<file path="src/hw/squitter_pkg.sv">
// constants and types for the extended squitter payload assembler
// Functional notes
// - selected register content fills the 56-bit payload, frame bits 33 to 88.
// - first five payload bits carry the type code naming the message category.
// - airborne position type 0,9-18,20-22; surface 0,5-8; code encodes containment bound.
// - identification and category from register 08 hex use type code 1 to 4.
// - velocity 19 sub 1/2; status 28 sub 1/2; operational status 31 sub 0/1.
// - target state and status from register 62 hex uses type 29 subtype 1.
// - every frame carries the 24-bit aircraft address in frame bits 9 to 32.
// - data shared with interrogation replies comes from one common source.
// - registers 07 hex and 0a hex are implemented though they carry no broadcast data.
// - each register is loaded and sent at its own rate, independently of others; register 0a hex uses the data, period and valid flag of register 07 hex.
package squitter_pkg;

    // ****************************************
    // frame layout
    // ****************************************
    localparam int frame_bits = 112;
    localparam int payload_bits = 56;
    localparam int address_bits = 24;
    localparam int type_code_bits = 5;
    localparam int subtype_bits = 3;
    localparam int msg_count = 10;
    localparam logic [4:0] format_code = 5'h11;
    localparam logic [2:0] capability_code = 3'h5;

    // ****************************************
    // type and subtype codes
    // ****************************************
    localparam logic [4:0] tc_velocity = 5'h13;
    localparam logic [4:0] tc_status = 5'h1c;
    localparam logic [4:0] tc_target_state = 5'h1d;
    localparam logic [4:0] tc_op_status = 5'h1f;
    localparam logic [4:0] tc_reserved_07 = 5'h17;
    localparam logic [4:0] tc_reserved_0a = 5'h18;
    localparam logic [2:0] st_emergency = 3'h1;
    localparam logic [2:0] st_advisory = 3'h2;
    localparam logic [2:0] st_target = 3'h1;
    localparam logic [2:0] st_airborne = 3'h0;
    localparam logic [2:0] st_surface = 3'h1;

    // ****************************************
    // message slots, one per data store register
    // ****************************************
    typedef enum logic [3:0] {
        msg_air_pos = 4'h0,
        msg_surf_pos = 4'h1,
        msg_ident = 4'h2,
        msg_velocity = 4'h3,
        msg_emergency = 4'h4,
        msg_advisory = 4'h5,
        msg_target = 4'h6,
        msg_op_status = 4'h7,
        msg_store_07 = 4'h8,
        msg_store_0a = 4'h9
    } msg_sel_t;

    // ****************************************
    // default periods in ref_clk cycles (overridable)
    // ****************************************
    localparam int period_w = 32;
    localparam logic [31:0] period_default = 32'h02faf080;

endpackage : squitter_pkg

</file>
<file path="src/hw/squitter_payload_assembler.sv">
// extended squitter frame assembler with per register scheduling
`timescale 1ns/1ps
`default_nettype none
module squitter_payload_assembler
    import squitter_pkg::*;
(
    // clock and reset
    input wire logic ref_clk,
    input wire logic resetn,
    // identity and mode
    input wire logic [23:0] aircraft_address,
    input wire logic on_surface,
    // common data source, shared with the reply path
    input wire logic [9:0] store_valid,
    input wire logic [9*51-1:0] store_data_flat,
    input wire logic [9:0][4:0] store_type_code,
    input wire logic [9:0][31:0] rate_period,
    // frame out to transmitter
    output logic [111:0] frame_data,
    output logic frame_valid,
    output logic [3:0] frame_sel,
    input wire logic frame_ready,
    // flags
    output logic [9:0] type_code_error
);

    // ****************************************
    // flat input view: 10 slots of 51 bits
    // ****************************************
    logic [50:0] store_data [msg_count];
    logic [msg_count-1:0] due_q;
    logic [msg_count-1:0] due_set;
    logic [msg_count-1:0] bad_code;
    logic [31:0] tick_q [msg_count];
    logic [111:0] frame_d;
    logic [3:0] pick;
    logic pick_ok;

    genvar gi;
    generate
        for (gi = 0; gi < msg_count; gi++)
        begin : g_slot
            if (gi < 9)
            begin : g_flat
                assign store_data[gi] = store_data_flat[gi*51 +: 51];
            end
            else
            begin : g_share
                // 0a slot carries store 07 data path, both only complete the protocol
                assign store_data[gi] = store_data_flat[8*51 +: 51];
            end
            // independent period counter per slot
            // compare with >= so a period lowered at run time still wraps
            always_ff @(posedge ref_clk)
            begin
                if (!resetn)
                begin
                    tick_q[gi] <= 32'h0;
                end
                else if (tick_q[gi] >= rate_period[gi > 8 ? 8 : gi])
                begin
                    tick_q[gi] <= 32'h0;
                end
                else
                begin
                    tick_q[gi] <= tick_q[gi] + 32'h1;
                end
            end
            assign due_set[gi] = (tick_q[gi] >= rate_period[gi > 8 ? 8 : gi]);
        end
    endgenerate

    // ****************************************
    // input conditioning for level flags
    // ****************************************
    // valid flags and ground mode come from avionics on their own clocks
    // data words are not synchronised; they are qualified by the valid flags
    logic [10:0] raw_in;
    logic [10:0] sync1_q;
    logic [10:0] sync2_q;
    logic [10:0] sync3_q;
    logic [10:0] level_q;
    logic [9:0] store_valid_s;
    logic on_surface_s;

    assign raw_in = {on_surface, store_valid};

    generate
        for (gi = 0; gi < 11; gi++)
        begin : g_sync
            always_ff @(posedge ref_clk)
            begin
                if (!resetn)
                begin
                    sync1_q[gi] <= 1'b0;
                    sync2_q[gi] <= 1'b0;
                    sync3_q[gi] <= 1'b0;
                end
                else
                begin
                    sync1_q[gi] <= raw_in[gi];
                    sync2_q[gi] <= sync1_q[gi];
                    sync3_q[gi] <= sync2_q[gi];
                end
            end
        end
    endgenerate

    // ****************************************
    // agreement filter
    // ****************************************
    // a change counts only once stages two and three agree
    generate
        for (gi = 0; gi < 11; gi++)
        begin : g_agree
            always_ff @(posedge ref_clk)
            begin
                if (!resetn)
                    level_q[gi] <= 1'b0;
                else if (sync2_q[gi] == sync3_q[gi])
                    level_q[gi] <= sync3_q[gi];
            end
        end
    endgenerate

    assign store_valid_s = level_q[9:0];
    assign on_surface_s = level_q[10];

    // ****************************************
    // per slot type code table and legality
    // ****************************************
    logic [msg_count-1:0][7:0] slot_code;

    generate
        for (gi = 0; gi < msg_count; gi++)
        begin : g_code
            if (gi == 0)
            begin : g_air
                // the chosen code also carries the containment bound
                assign slot_code[gi] = {store_type_code[gi], 3'h0};
                assign bad_code[gi] = !((store_type_code[gi] == 5'h00)
                    || ((store_type_code[gi] >= 5'h09) && (store_type_code[gi] <= 5'h12))
                    || ((store_type_code[gi] >= 5'h14) && (store_type_code[gi] <= 5'h16)));
            end

            else if (gi == 1)
            begin : g_surf
                assign slot_code[gi] = {store_type_code[gi], 3'h0};
                assign bad_code[gi] = !((store_type_code[gi] == 5'h00)
                    || ((store_type_code[gi] >= 5'h05) && (store_type_code[gi] <= 5'h08)));
            end

            else if (gi == 2)
            begin : g_ident
                assign slot_code[gi] = {store_type_code[gi], 3'h0};
                assign bad_code[gi] = !((store_type_code[gi] >= 5'h01)
                    && (store_type_code[gi] <= 5'h04));
            end

            else if (gi == 3)
            begin : g_velocity
                // subtype travels in the data word, source picks 1 or 2
                assign slot_code[gi] = {tc_velocity, 3'h0};
                assign bad_code[gi] = 1'b0;
            end

            else if (gi == 4)
            begin : g_emergency
                assign slot_code[gi] = {tc_status, st_emergency};
                assign bad_code[gi] = 1'b0;
            end

            else if (gi == 5)
            begin : g_advisory
                assign slot_code[gi] = {tc_status, st_advisory};
                assign bad_code[gi] = 1'b0;
            end

            else if (gi == 6)
            begin : g_target
                // fixed pair, nothing for the source to get wrong
                assign slot_code[gi] = {tc_target_state, st_target};
                assign bad_code[gi] = 1'b0;
            end

            else if (gi == 7)
            begin : g_op_status
                // ground mode comes through the filter, so no glitch flips the subtype
                assign slot_code[gi] = {tc_op_status, on_surface_s ? st_surface : st_airborne};
                assign bad_code[gi] = 1'b0;
            end

            else if (gi == 8)
            begin : g_store_07
                // carries no broadcast items, kept to complete the protocol
                assign slot_code[gi] = {tc_reserved_07, 3'h0};
                assign bad_code[gi] = 1'b0;
            end

            else
            begin : g_store_0a
                // carries no broadcast items, kept to complete the protocol
                assign slot_code[gi] = {tc_reserved_0a, 3'h0};
                assign bad_code[gi] = 1'b0;
            end
        end
    endgenerate

    // ****************************************
    // due flags: set wins over clear
    // ****************************************
    always_comb
    begin
        pick = 4'h0;
        pick_ok = 1'b0;
        for (int i = msg_count - 1; i >= 0; i--)
        begin
            if (due_q[i] && store_valid_s[i > 8 ? 8 : i] && !bad_code[i])
            begin
                pick = 4'(i);
                pick_ok = 1'b1;
            end
        end
    end

    always_ff @(posedge ref_clk)
    begin
        if (!resetn)
        begin
            due_q <= '0;
        end
        else
        begin
            for (int i = 0; i < msg_count; i++)
            begin
                // set wins so a tick in the send cycle is never lost
                if (due_set[i])
                begin
                    due_q[i] <= 1'b1;
                end
                else if ((!frame_valid || frame_ready) && pick_ok && pick == 4'(i))
                begin
                    due_q[i] <= 1'b0;
                end
            end
        end
    end

    // ****************************************
    // frame build
    // ****************************************
    always_comb
    begin
        logic [55:0] me;
        me = 56'h0;
        if (pick <= 4'h3)
            me = {slot_code[pick][7:3], store_data[pick]};
        else
            me = {slot_code[pick], store_data[pick][47:0]};
        // data comes unmodified from the shared store used by replies
        frame_d = {format_code, capability_code, aircraft_address,
                   me, 24'h0};
    end

    // ****************************************
    // frame output register
    // ****************************************
    always_ff @(posedge ref_clk)
    begin
        if (!resetn)
        begin
            frame_valid <= 1'b0;
            frame_data <= 112'h0;
            frame_sel <= 4'h0;
        end
        else if (!frame_valid || frame_ready)
        begin
            frame_valid <= pick_ok;
            if (pick_ok)
            begin
                frame_data <= frame_d;
                frame_sel <= pick;
            end
        end
    end

    // ****************************************
    // illegal type code flags
    // ****************************************
    always_ff @(posedge ref_clk)
    begin
        if (!resetn)
        begin
            type_code_error <= 10'h0;
        end
        else
        begin
            type_code_error <= bad_code;
        end
    end

endmodule : squitter_payload_assembler
`default_nettype wire

</file>
<file path="config.mk">
export PLATFORM = sky130hd
export DESIGN_NAME = squitter_payload_assembler
export DESIGN_NICKNAME = d
export VERILOG_FILES = /design/src/hw/squitter_pkg.sv /design/src/hw/squitter_payload_assembler.sv
export SDC_FILE = /design/constraint.sdc
export NUM_CORES = 2
export LEC_CHECK = 0
export ABC_CLOCK_PERIOD_IN_PS = 2550
export BUFFER_PORTS_ARGS = -buffer_cell sky130_fd_sc_hd__buf_4
export CORE_AREA = 2 2 384 386
export CTS_CLUSTER_SIZE = 12
export DETAILED_ROUTE_END_ITERATION = 6
export DIE_AREA = 0 0 386 388
export PLACE_DENSITY = 0.48
export SKIP_CTS_REPAIR_TIMING = 1
export SYNTH_ARGS = -nofsm -noshare
export SYNTH_HDL_FRONTEND = slang
export SYNTH_SLANG_ARGS = --single-unit
</file>
<file path="constraint.sdc">
create_clock -name ref_clk -period 2.55 [get_ports ref_clk]
set_input_delay 0.51 -clock ref_clk [delete_from_list [all_inputs] [get_ports ref_clk]]
set_output_delay 0.51 -clock ref_clk [all_outputs]
set_load 0.01 [all_outputs]
</file>
After elaboration in Yosys (flattened, before gate mapping)
Memories as Yosys holds them, arrays and structs flattened.
Cells that the tools add are included.
{"block": "word_totals", "ff_bits": 146, "latch_bits": 0, "mem_bits_rw": 320, "rom_bits": 0, "inputBits": 867, "output_inout_bits": 127, "word_cells": 305, "n_memories": 1}
{"block": "op_classes", "addsub": 10, "multipliers": 0, "n_div": 0, "n_lt_le_gt_ge": 21, "n_eq_ne": 19, "n_shift": 0, "n_mux": 128, "bitwise_logic": 21, "reduce_logical": 50}
{"memory": "tick_q", "words": 10, "word_bits": 32, "read_ports": 10, "rd_ports_with_merged_regs": 0, "wr": 10, "line": "squitter_payload_assembler.sv:34", "rtl": "logic [31:0] tick_q [msg_count];"}
{"op": "32-bit two-way mux", "n": 20}
{"op": "32-bit by 1-bit adder with 32-bit output, second input constant", "n": 10}
{"op": "32-bit >= comparator", "n": 10}
{"op": "51-bit binary-select mux with 4-bit select", "n": 1}
{"op": "51-bit two-way mux", "n": 3}
{"op": "1-bit two-way mux", "n": 92}
{"op": "4-bit two-way mux", "n": 10}
{"op": "8-bit binary-select mux with 4-bit select", "n": 1}
{"op": "1-bit logical AND", "n": 28}
{"op": "1-bit OR", "n": 20}
{"op": "2-bit nonzero test", "n": 10}
{"op": "4-bit by 3-bit equality test with 1-bit output, second input constant", "n": 4}
{"op": "1-bit equality test", "n": 10}
{"op": "5-bit >= comparator, second input constant", "n": 2}
{"op": "5-bit <= comparator, second input constant", "n": 2}
{"op": "5-bit zero test", "n": 2}
{"op": "4-bit by 2-bit equality test with 1-bit output, second input constant", "n": 2}
{"op": "4-bit equality test, second input constant", "n": 2}
{"op": "8-bit two-way mux", "n": 1}
{"op": "5-bit by 1-bit >= comparator with 1-bit output, second input constant", "n": 1}
{"op": "5-bit by 3-bit >= comparator with 1-bit output, second input constant", "n": 1}
{"op": "5-bit by 4-bit >= comparator with 1-bit output, second input constant", "n": 1}
{"op": "5-bit by 3-bit <= comparator with 1-bit output, second input constant", "n": 1}
{"op": "5-bit by 4-bit <= comparator with 1-bit output, second input constant", "n": 1}
{"op": "8 further kinds", "n": 14}

Depth between registers and ports, before layout
{"block": "depth", "ltp_word": 16, "mapped_depth": 10, "mapped_depth_nobuf": 9}

Worst setup path before layout
Ideal clock, no wire load.
{"block": "synth_timing", "path_kind": "input port to flip-flop", "startpoint": "input port rate_period[244] (netlist name)", "endpoint": "memory tick_q[7][22] (data pin)", "arrival_time_ps": 2412, "path_slack_ps": -128, "path_stages": 10, "path_buffers": 1, "path_cell_list": "inv_1 > ha_1 > and3_1 > nand3_1 > or4_1 > o21ai_0 > a2111oi_0 > o211ai_1 > clkbuf_1 > nor2_1"}
{"item": "start: declaration", "line": "squitter_payload_assembler.sv:17", "rtl": "input wire logic [9:0][31:0] rate_period,"}
{"item": "end: declaration", "line": "squitter_payload_assembler.sv:34"}

Final worst setup path
{"block": "layout_timing", "startpoint": "register due_q[2]", "endpoint": "register frame_data[70]"}
{"block": "layout_between", "elab_chain_len": 10}
{"item": "start: declaration", "line": "squitter_payload_assembler.sv:31", "rtl": "logic [msg_count-1:0] due_q;"}
{"item": "start signal: assignment", "line": "squitter_payload_assembler.sv:230", "rtl": "due_q <= '0;"}
{"item": "start signal: indexed assignment", "line": "squitter_payload_assembler.sv:239", "rtl": "due_q[i] <= 1'b1;"}
{"item": "start signal: indexed assignment", "line": "squitter_payload_assembler.sv:243", "rtl": "due_q[i] <= 1'b0;"}
{"item": "1-bit logical AND * (2 in a row)", "line": "squitter_payload_assembler.sv:218", "rtl": "if (due_q[i] && store_valid_s[i > 8 ? 8 : i] && !bad_code[i])"}
{"item": "4-bit two-way mux (3 in a row)", "line": "squitter_payload_assembler.sv:218"}
{"item": "4-bit NOT with 5-bit output (implied by the code)", "line": "squitter_payload_assembler.sv:257, squitter_payload_assembler.sv:259"}
{"item": "51-bit binary-select mux with 4-bit select", "line": "squitter_payload_assembler.sv:257, squitter_payload_assembler.sv:259"}
{"item": "51-bit two-way mux (implied by the code) (2 in a row)", "line": "squitter_payload_assembler.sv:259", "rtl": "me = {slot_code[pick], store_data[pick][47:0]};"}
{"item": "51-bit two-way mux", "line": "squitter_payload_assembler.sv:256", "rtl": "if (pick <= 4'h3)"}
{"item": "end signal: assignment", "line": "squitter_payload_assembler.sv:281", "rtl": "frame_data <= frame_d;"}
{"item": "end: declaration", "line": "squitter_payload_assembler.sv:19", "rtl": "output logic [111:0] frame_data,"}
Mark *: on every way between the ends. The rest lies on a longest branch, timed or not. The select of a mux whose other input is x is not followed.
A chain may end at the register's enable or synchronous reset.

==> flow_metrics.env <==
export IMPL_status="complete, but fails checks"
export IMPL_violations="DRC, setup timing"
export IMPL_setup_worst_path_start_class="register"
export IMPL_timing_final_crit_period_ns=2.93
export IMPL_crit_arrival_ns=3.47
export IMPL_grt_pass1_wl_um=213000
export IMPL_fin_skew_ns=0.0229
export IMPL_finalHoldWorstSlack_ns=0.0621
export IMPL_design_area_mm2=0.0496
export IMPL_rsz0062_at_grt="yes"
export IMPL_async_flop_share=0
export IMPL_core_area_mm2=0.145
export IMPL_finalCoreUtilization=0.341
export IMPL_ys_ff_latch=459
export IMPL_dp_slack_ns=-1.06
export IMPL_antenna_found_initial=40
export IMPL_via_per_inst=4.57
export IMPL_dieHeight_um=388
export IMPL_crit_type="reg -> reg"
export IMPL_initialDrtViolationCount=2191
export IMPL_gp_congestion=0.974
export IMPL_cts_max_path_buffers=3
export IMPL_vias=32025
export IMPL_synth_main_ff_cell="edfxtp_1"
export IMPL_avgSynthCellArea_um2=9.29
export IMPL_cts_tree="yes"
export IMPL_synth_warnings=0
export IMPL_grt_usage=0.194
export IMPL_dpl_cell_count=6821
export IMPL_grt_overflow=0
export IMPL_max_cap_violations=0
export IMPL_required_ns=3.09
export IMPL_endpoint_kind="register"
export IMPL_top_usage_layer="met2"
export IMPL_ant_nets=0
export IMPL_dp_final_hpwl_um=126000
export IMPL_hold_viol_final=0
export IMPL_p_leak_nw=22.1
export IMPL_grtUsageMet1=0.239
export IMPL_yosysUniqueCellTypes=76
export IMPL_dpl_cell_area_mm2=0.0452
export IMPL_final_cell_mix="1226 x buf_4, 355 x conb_1, 320 x edfxtp_1"
export IMPL_area_delta_synth_final_pct=53.9
export IMPL_met3_usage=0.0438
export IMPL_clk_pin_slew_worst_paths_ns=0.06
export IMPL_worstPathMaxFanout=8
export IMPL_max_freq_mhz=341
export IMPL_fin_cells=7009
export IMPL_min_path_type="in -> reg"
export IMPL_grt_max_degree=60
export IMPL_drcViolationCount=5
export IMPL_routed_wl_um=158000
export IMPL_initial_core_util=0.222
export IMPL_fp_dieW_um=386
export IMPL_first_pass_iters=7
export IMPL_synth_cells=3468
export IMPL_setup_violations_final=82
export IMPL_finalSetupTns_ns=-6.92
export IMPL_setup_slack_ns=-0.380
export IMPL_drive_gt1_frac=0.325
export IMPL_final_common_cell="buf_4"
export IMPL_yosysSeqAreaShare=0.385
export IMPL_htreeDepth=3
export IMPL_portBuffers=875
export IMPL_first_global_vias=31293
export IMPL_worst_pin_slew_ns=0.931
export IMPL_rows=140
export IMPL_cts_made_buffers=68
export IMPL_drt_wirelength_per_cell_um=22.6
export IMPL_numClockSinks=459
export IMPL_pin_count=994
export IMPL_p_total_mw=23.2
export IMPL_peakVddDrop_v=0.000383
export IMPL_drv_slew=0
export IMPL_p_per_area_mw_per_mm2=468
export IMPL_fin_crit_sh=1.15
export IMPL_relSlewSlack=0.380
export IMPL_synth_edff_count=320
export IMPL_cts_root_buffer="clkbuf_16"
export IMPL_syn_cell_area_mm2=0.0322
export IMPL_die_area_mm2=0.150
export IMPL_worstSkewPairLatency_ns=0.66
export IMPL_grtUsageMet2=0.326
export IMPL_finalNetCount=6218
worst max-delay path, stage by stage, from the launching register on:
cell	delay (ns)
dfxtp_4	0.37
nand4bb_4	0.13
or3_4	0.47
a21boi_4	0.17
nor4b_4	0.16
clkbuf_16	0.19
clkbuf_16	0.21
a222oi_1	0.63
o211ai_1	0.22
o221a_1	0.24
final timing paths:
check | slack, ns | cells past startpoint | startpoint | to
hold reg to reg | 0.43 | 1 | sync1_q[4] | sync2_q[4]
hold / removal | 0.06 | 2 | store_valid[2] | sync1_q[2]
setup / recovery | -0.38 | 9 | due_q[2] | frame_data[70]
setup reg to reg | -0.38 | 9 | due_q[2] | frame_data[70]
kinds of logic after synthesis:
family / Yosys count / share of synthesized area
AND/OR/NAND/NOR: 1180 / 0.177
AO/OA/AOI/OAI: 685 / 0.161
buffers and inverters: 509 / 0.0671
flip-flops: 459 / 0.385
adder cells (fa/ha/maj): 330 / 0.128
XOR/XNOR: 299 / 0.0813
multiplexers: 4 / 0.00128
other: 2 / 0.000233
registers in the layout (all words and copies together) (netlist names):
register	flops
due_q	10
frame_valid	1
on_surface_s	1
sync2_q	10
tick_q	320
sync3_q	10
level_q	9
sync1_q	10
frame_sel	4
frame_data	81
type_code_error	3
where the power goes:
group          total (mW)  switching [mW]  internal, mW
clock                9.92            4.11          5.80
combinational        4.45            2.17          2.28
sequential           8.85           0.395          8.46
synthesized netlist by cell type (36+ instances only):
master / instances / share of area
o221a_1: 40 / 0.014
ha_1: 330 / 0.13
o211ai_1: 36 / 0.0084
nand3_1: 131 / 0.020
buf_4: 39 / 0.0091
nand4_1: 100 / 0.019
a21oi_1: 183 / 0.028
xor2_1: 191 / 0.052
o21ai_0: 57 / 0.0089
dfxtp_1: 139 / 0.086
and3_1: 66 / 0.013
nand2_1: 254 / 0.030
edfxtp_1: 320 / 0.30
nor2_1: 356 / 0.041
xnor2_1: 108 / 0.029
a222oi_1: 99 / 0.031
a32oi_1: 41 / 0.011
nor3_1: 101 / 0.016
and2_1: 44 / 0.0085
a21o_1: 107 / 0.025
inv_1: 319 / 0.037
clkbuf_1: 101 / 0.012
per-layer routing:
layer  routed length, um  vias to the layer above
met5                 179                        -
met1               66300                    15235
met2               75200                     1043
met4                6900                       26
met3                9790                      260
li1                    -                    15461
cell type report:
| cell class | instances | area (um2) |
|---|---|---|
| fill | 15063 | 95600 |
| multi-input combinational | 2853 | 20300 |
| sequential | 459 | 12400 |
| timing repair buffer | 1320 | 11000 |
| tap | 1917 | 2400 |
| clock buffer | 87 | 1830 |
| inverter | 319 | 1200 |
| clock inverter | 38 | 465 |
| antenna | 16 | 40.0 |
(Power assumes the default switching activity.)
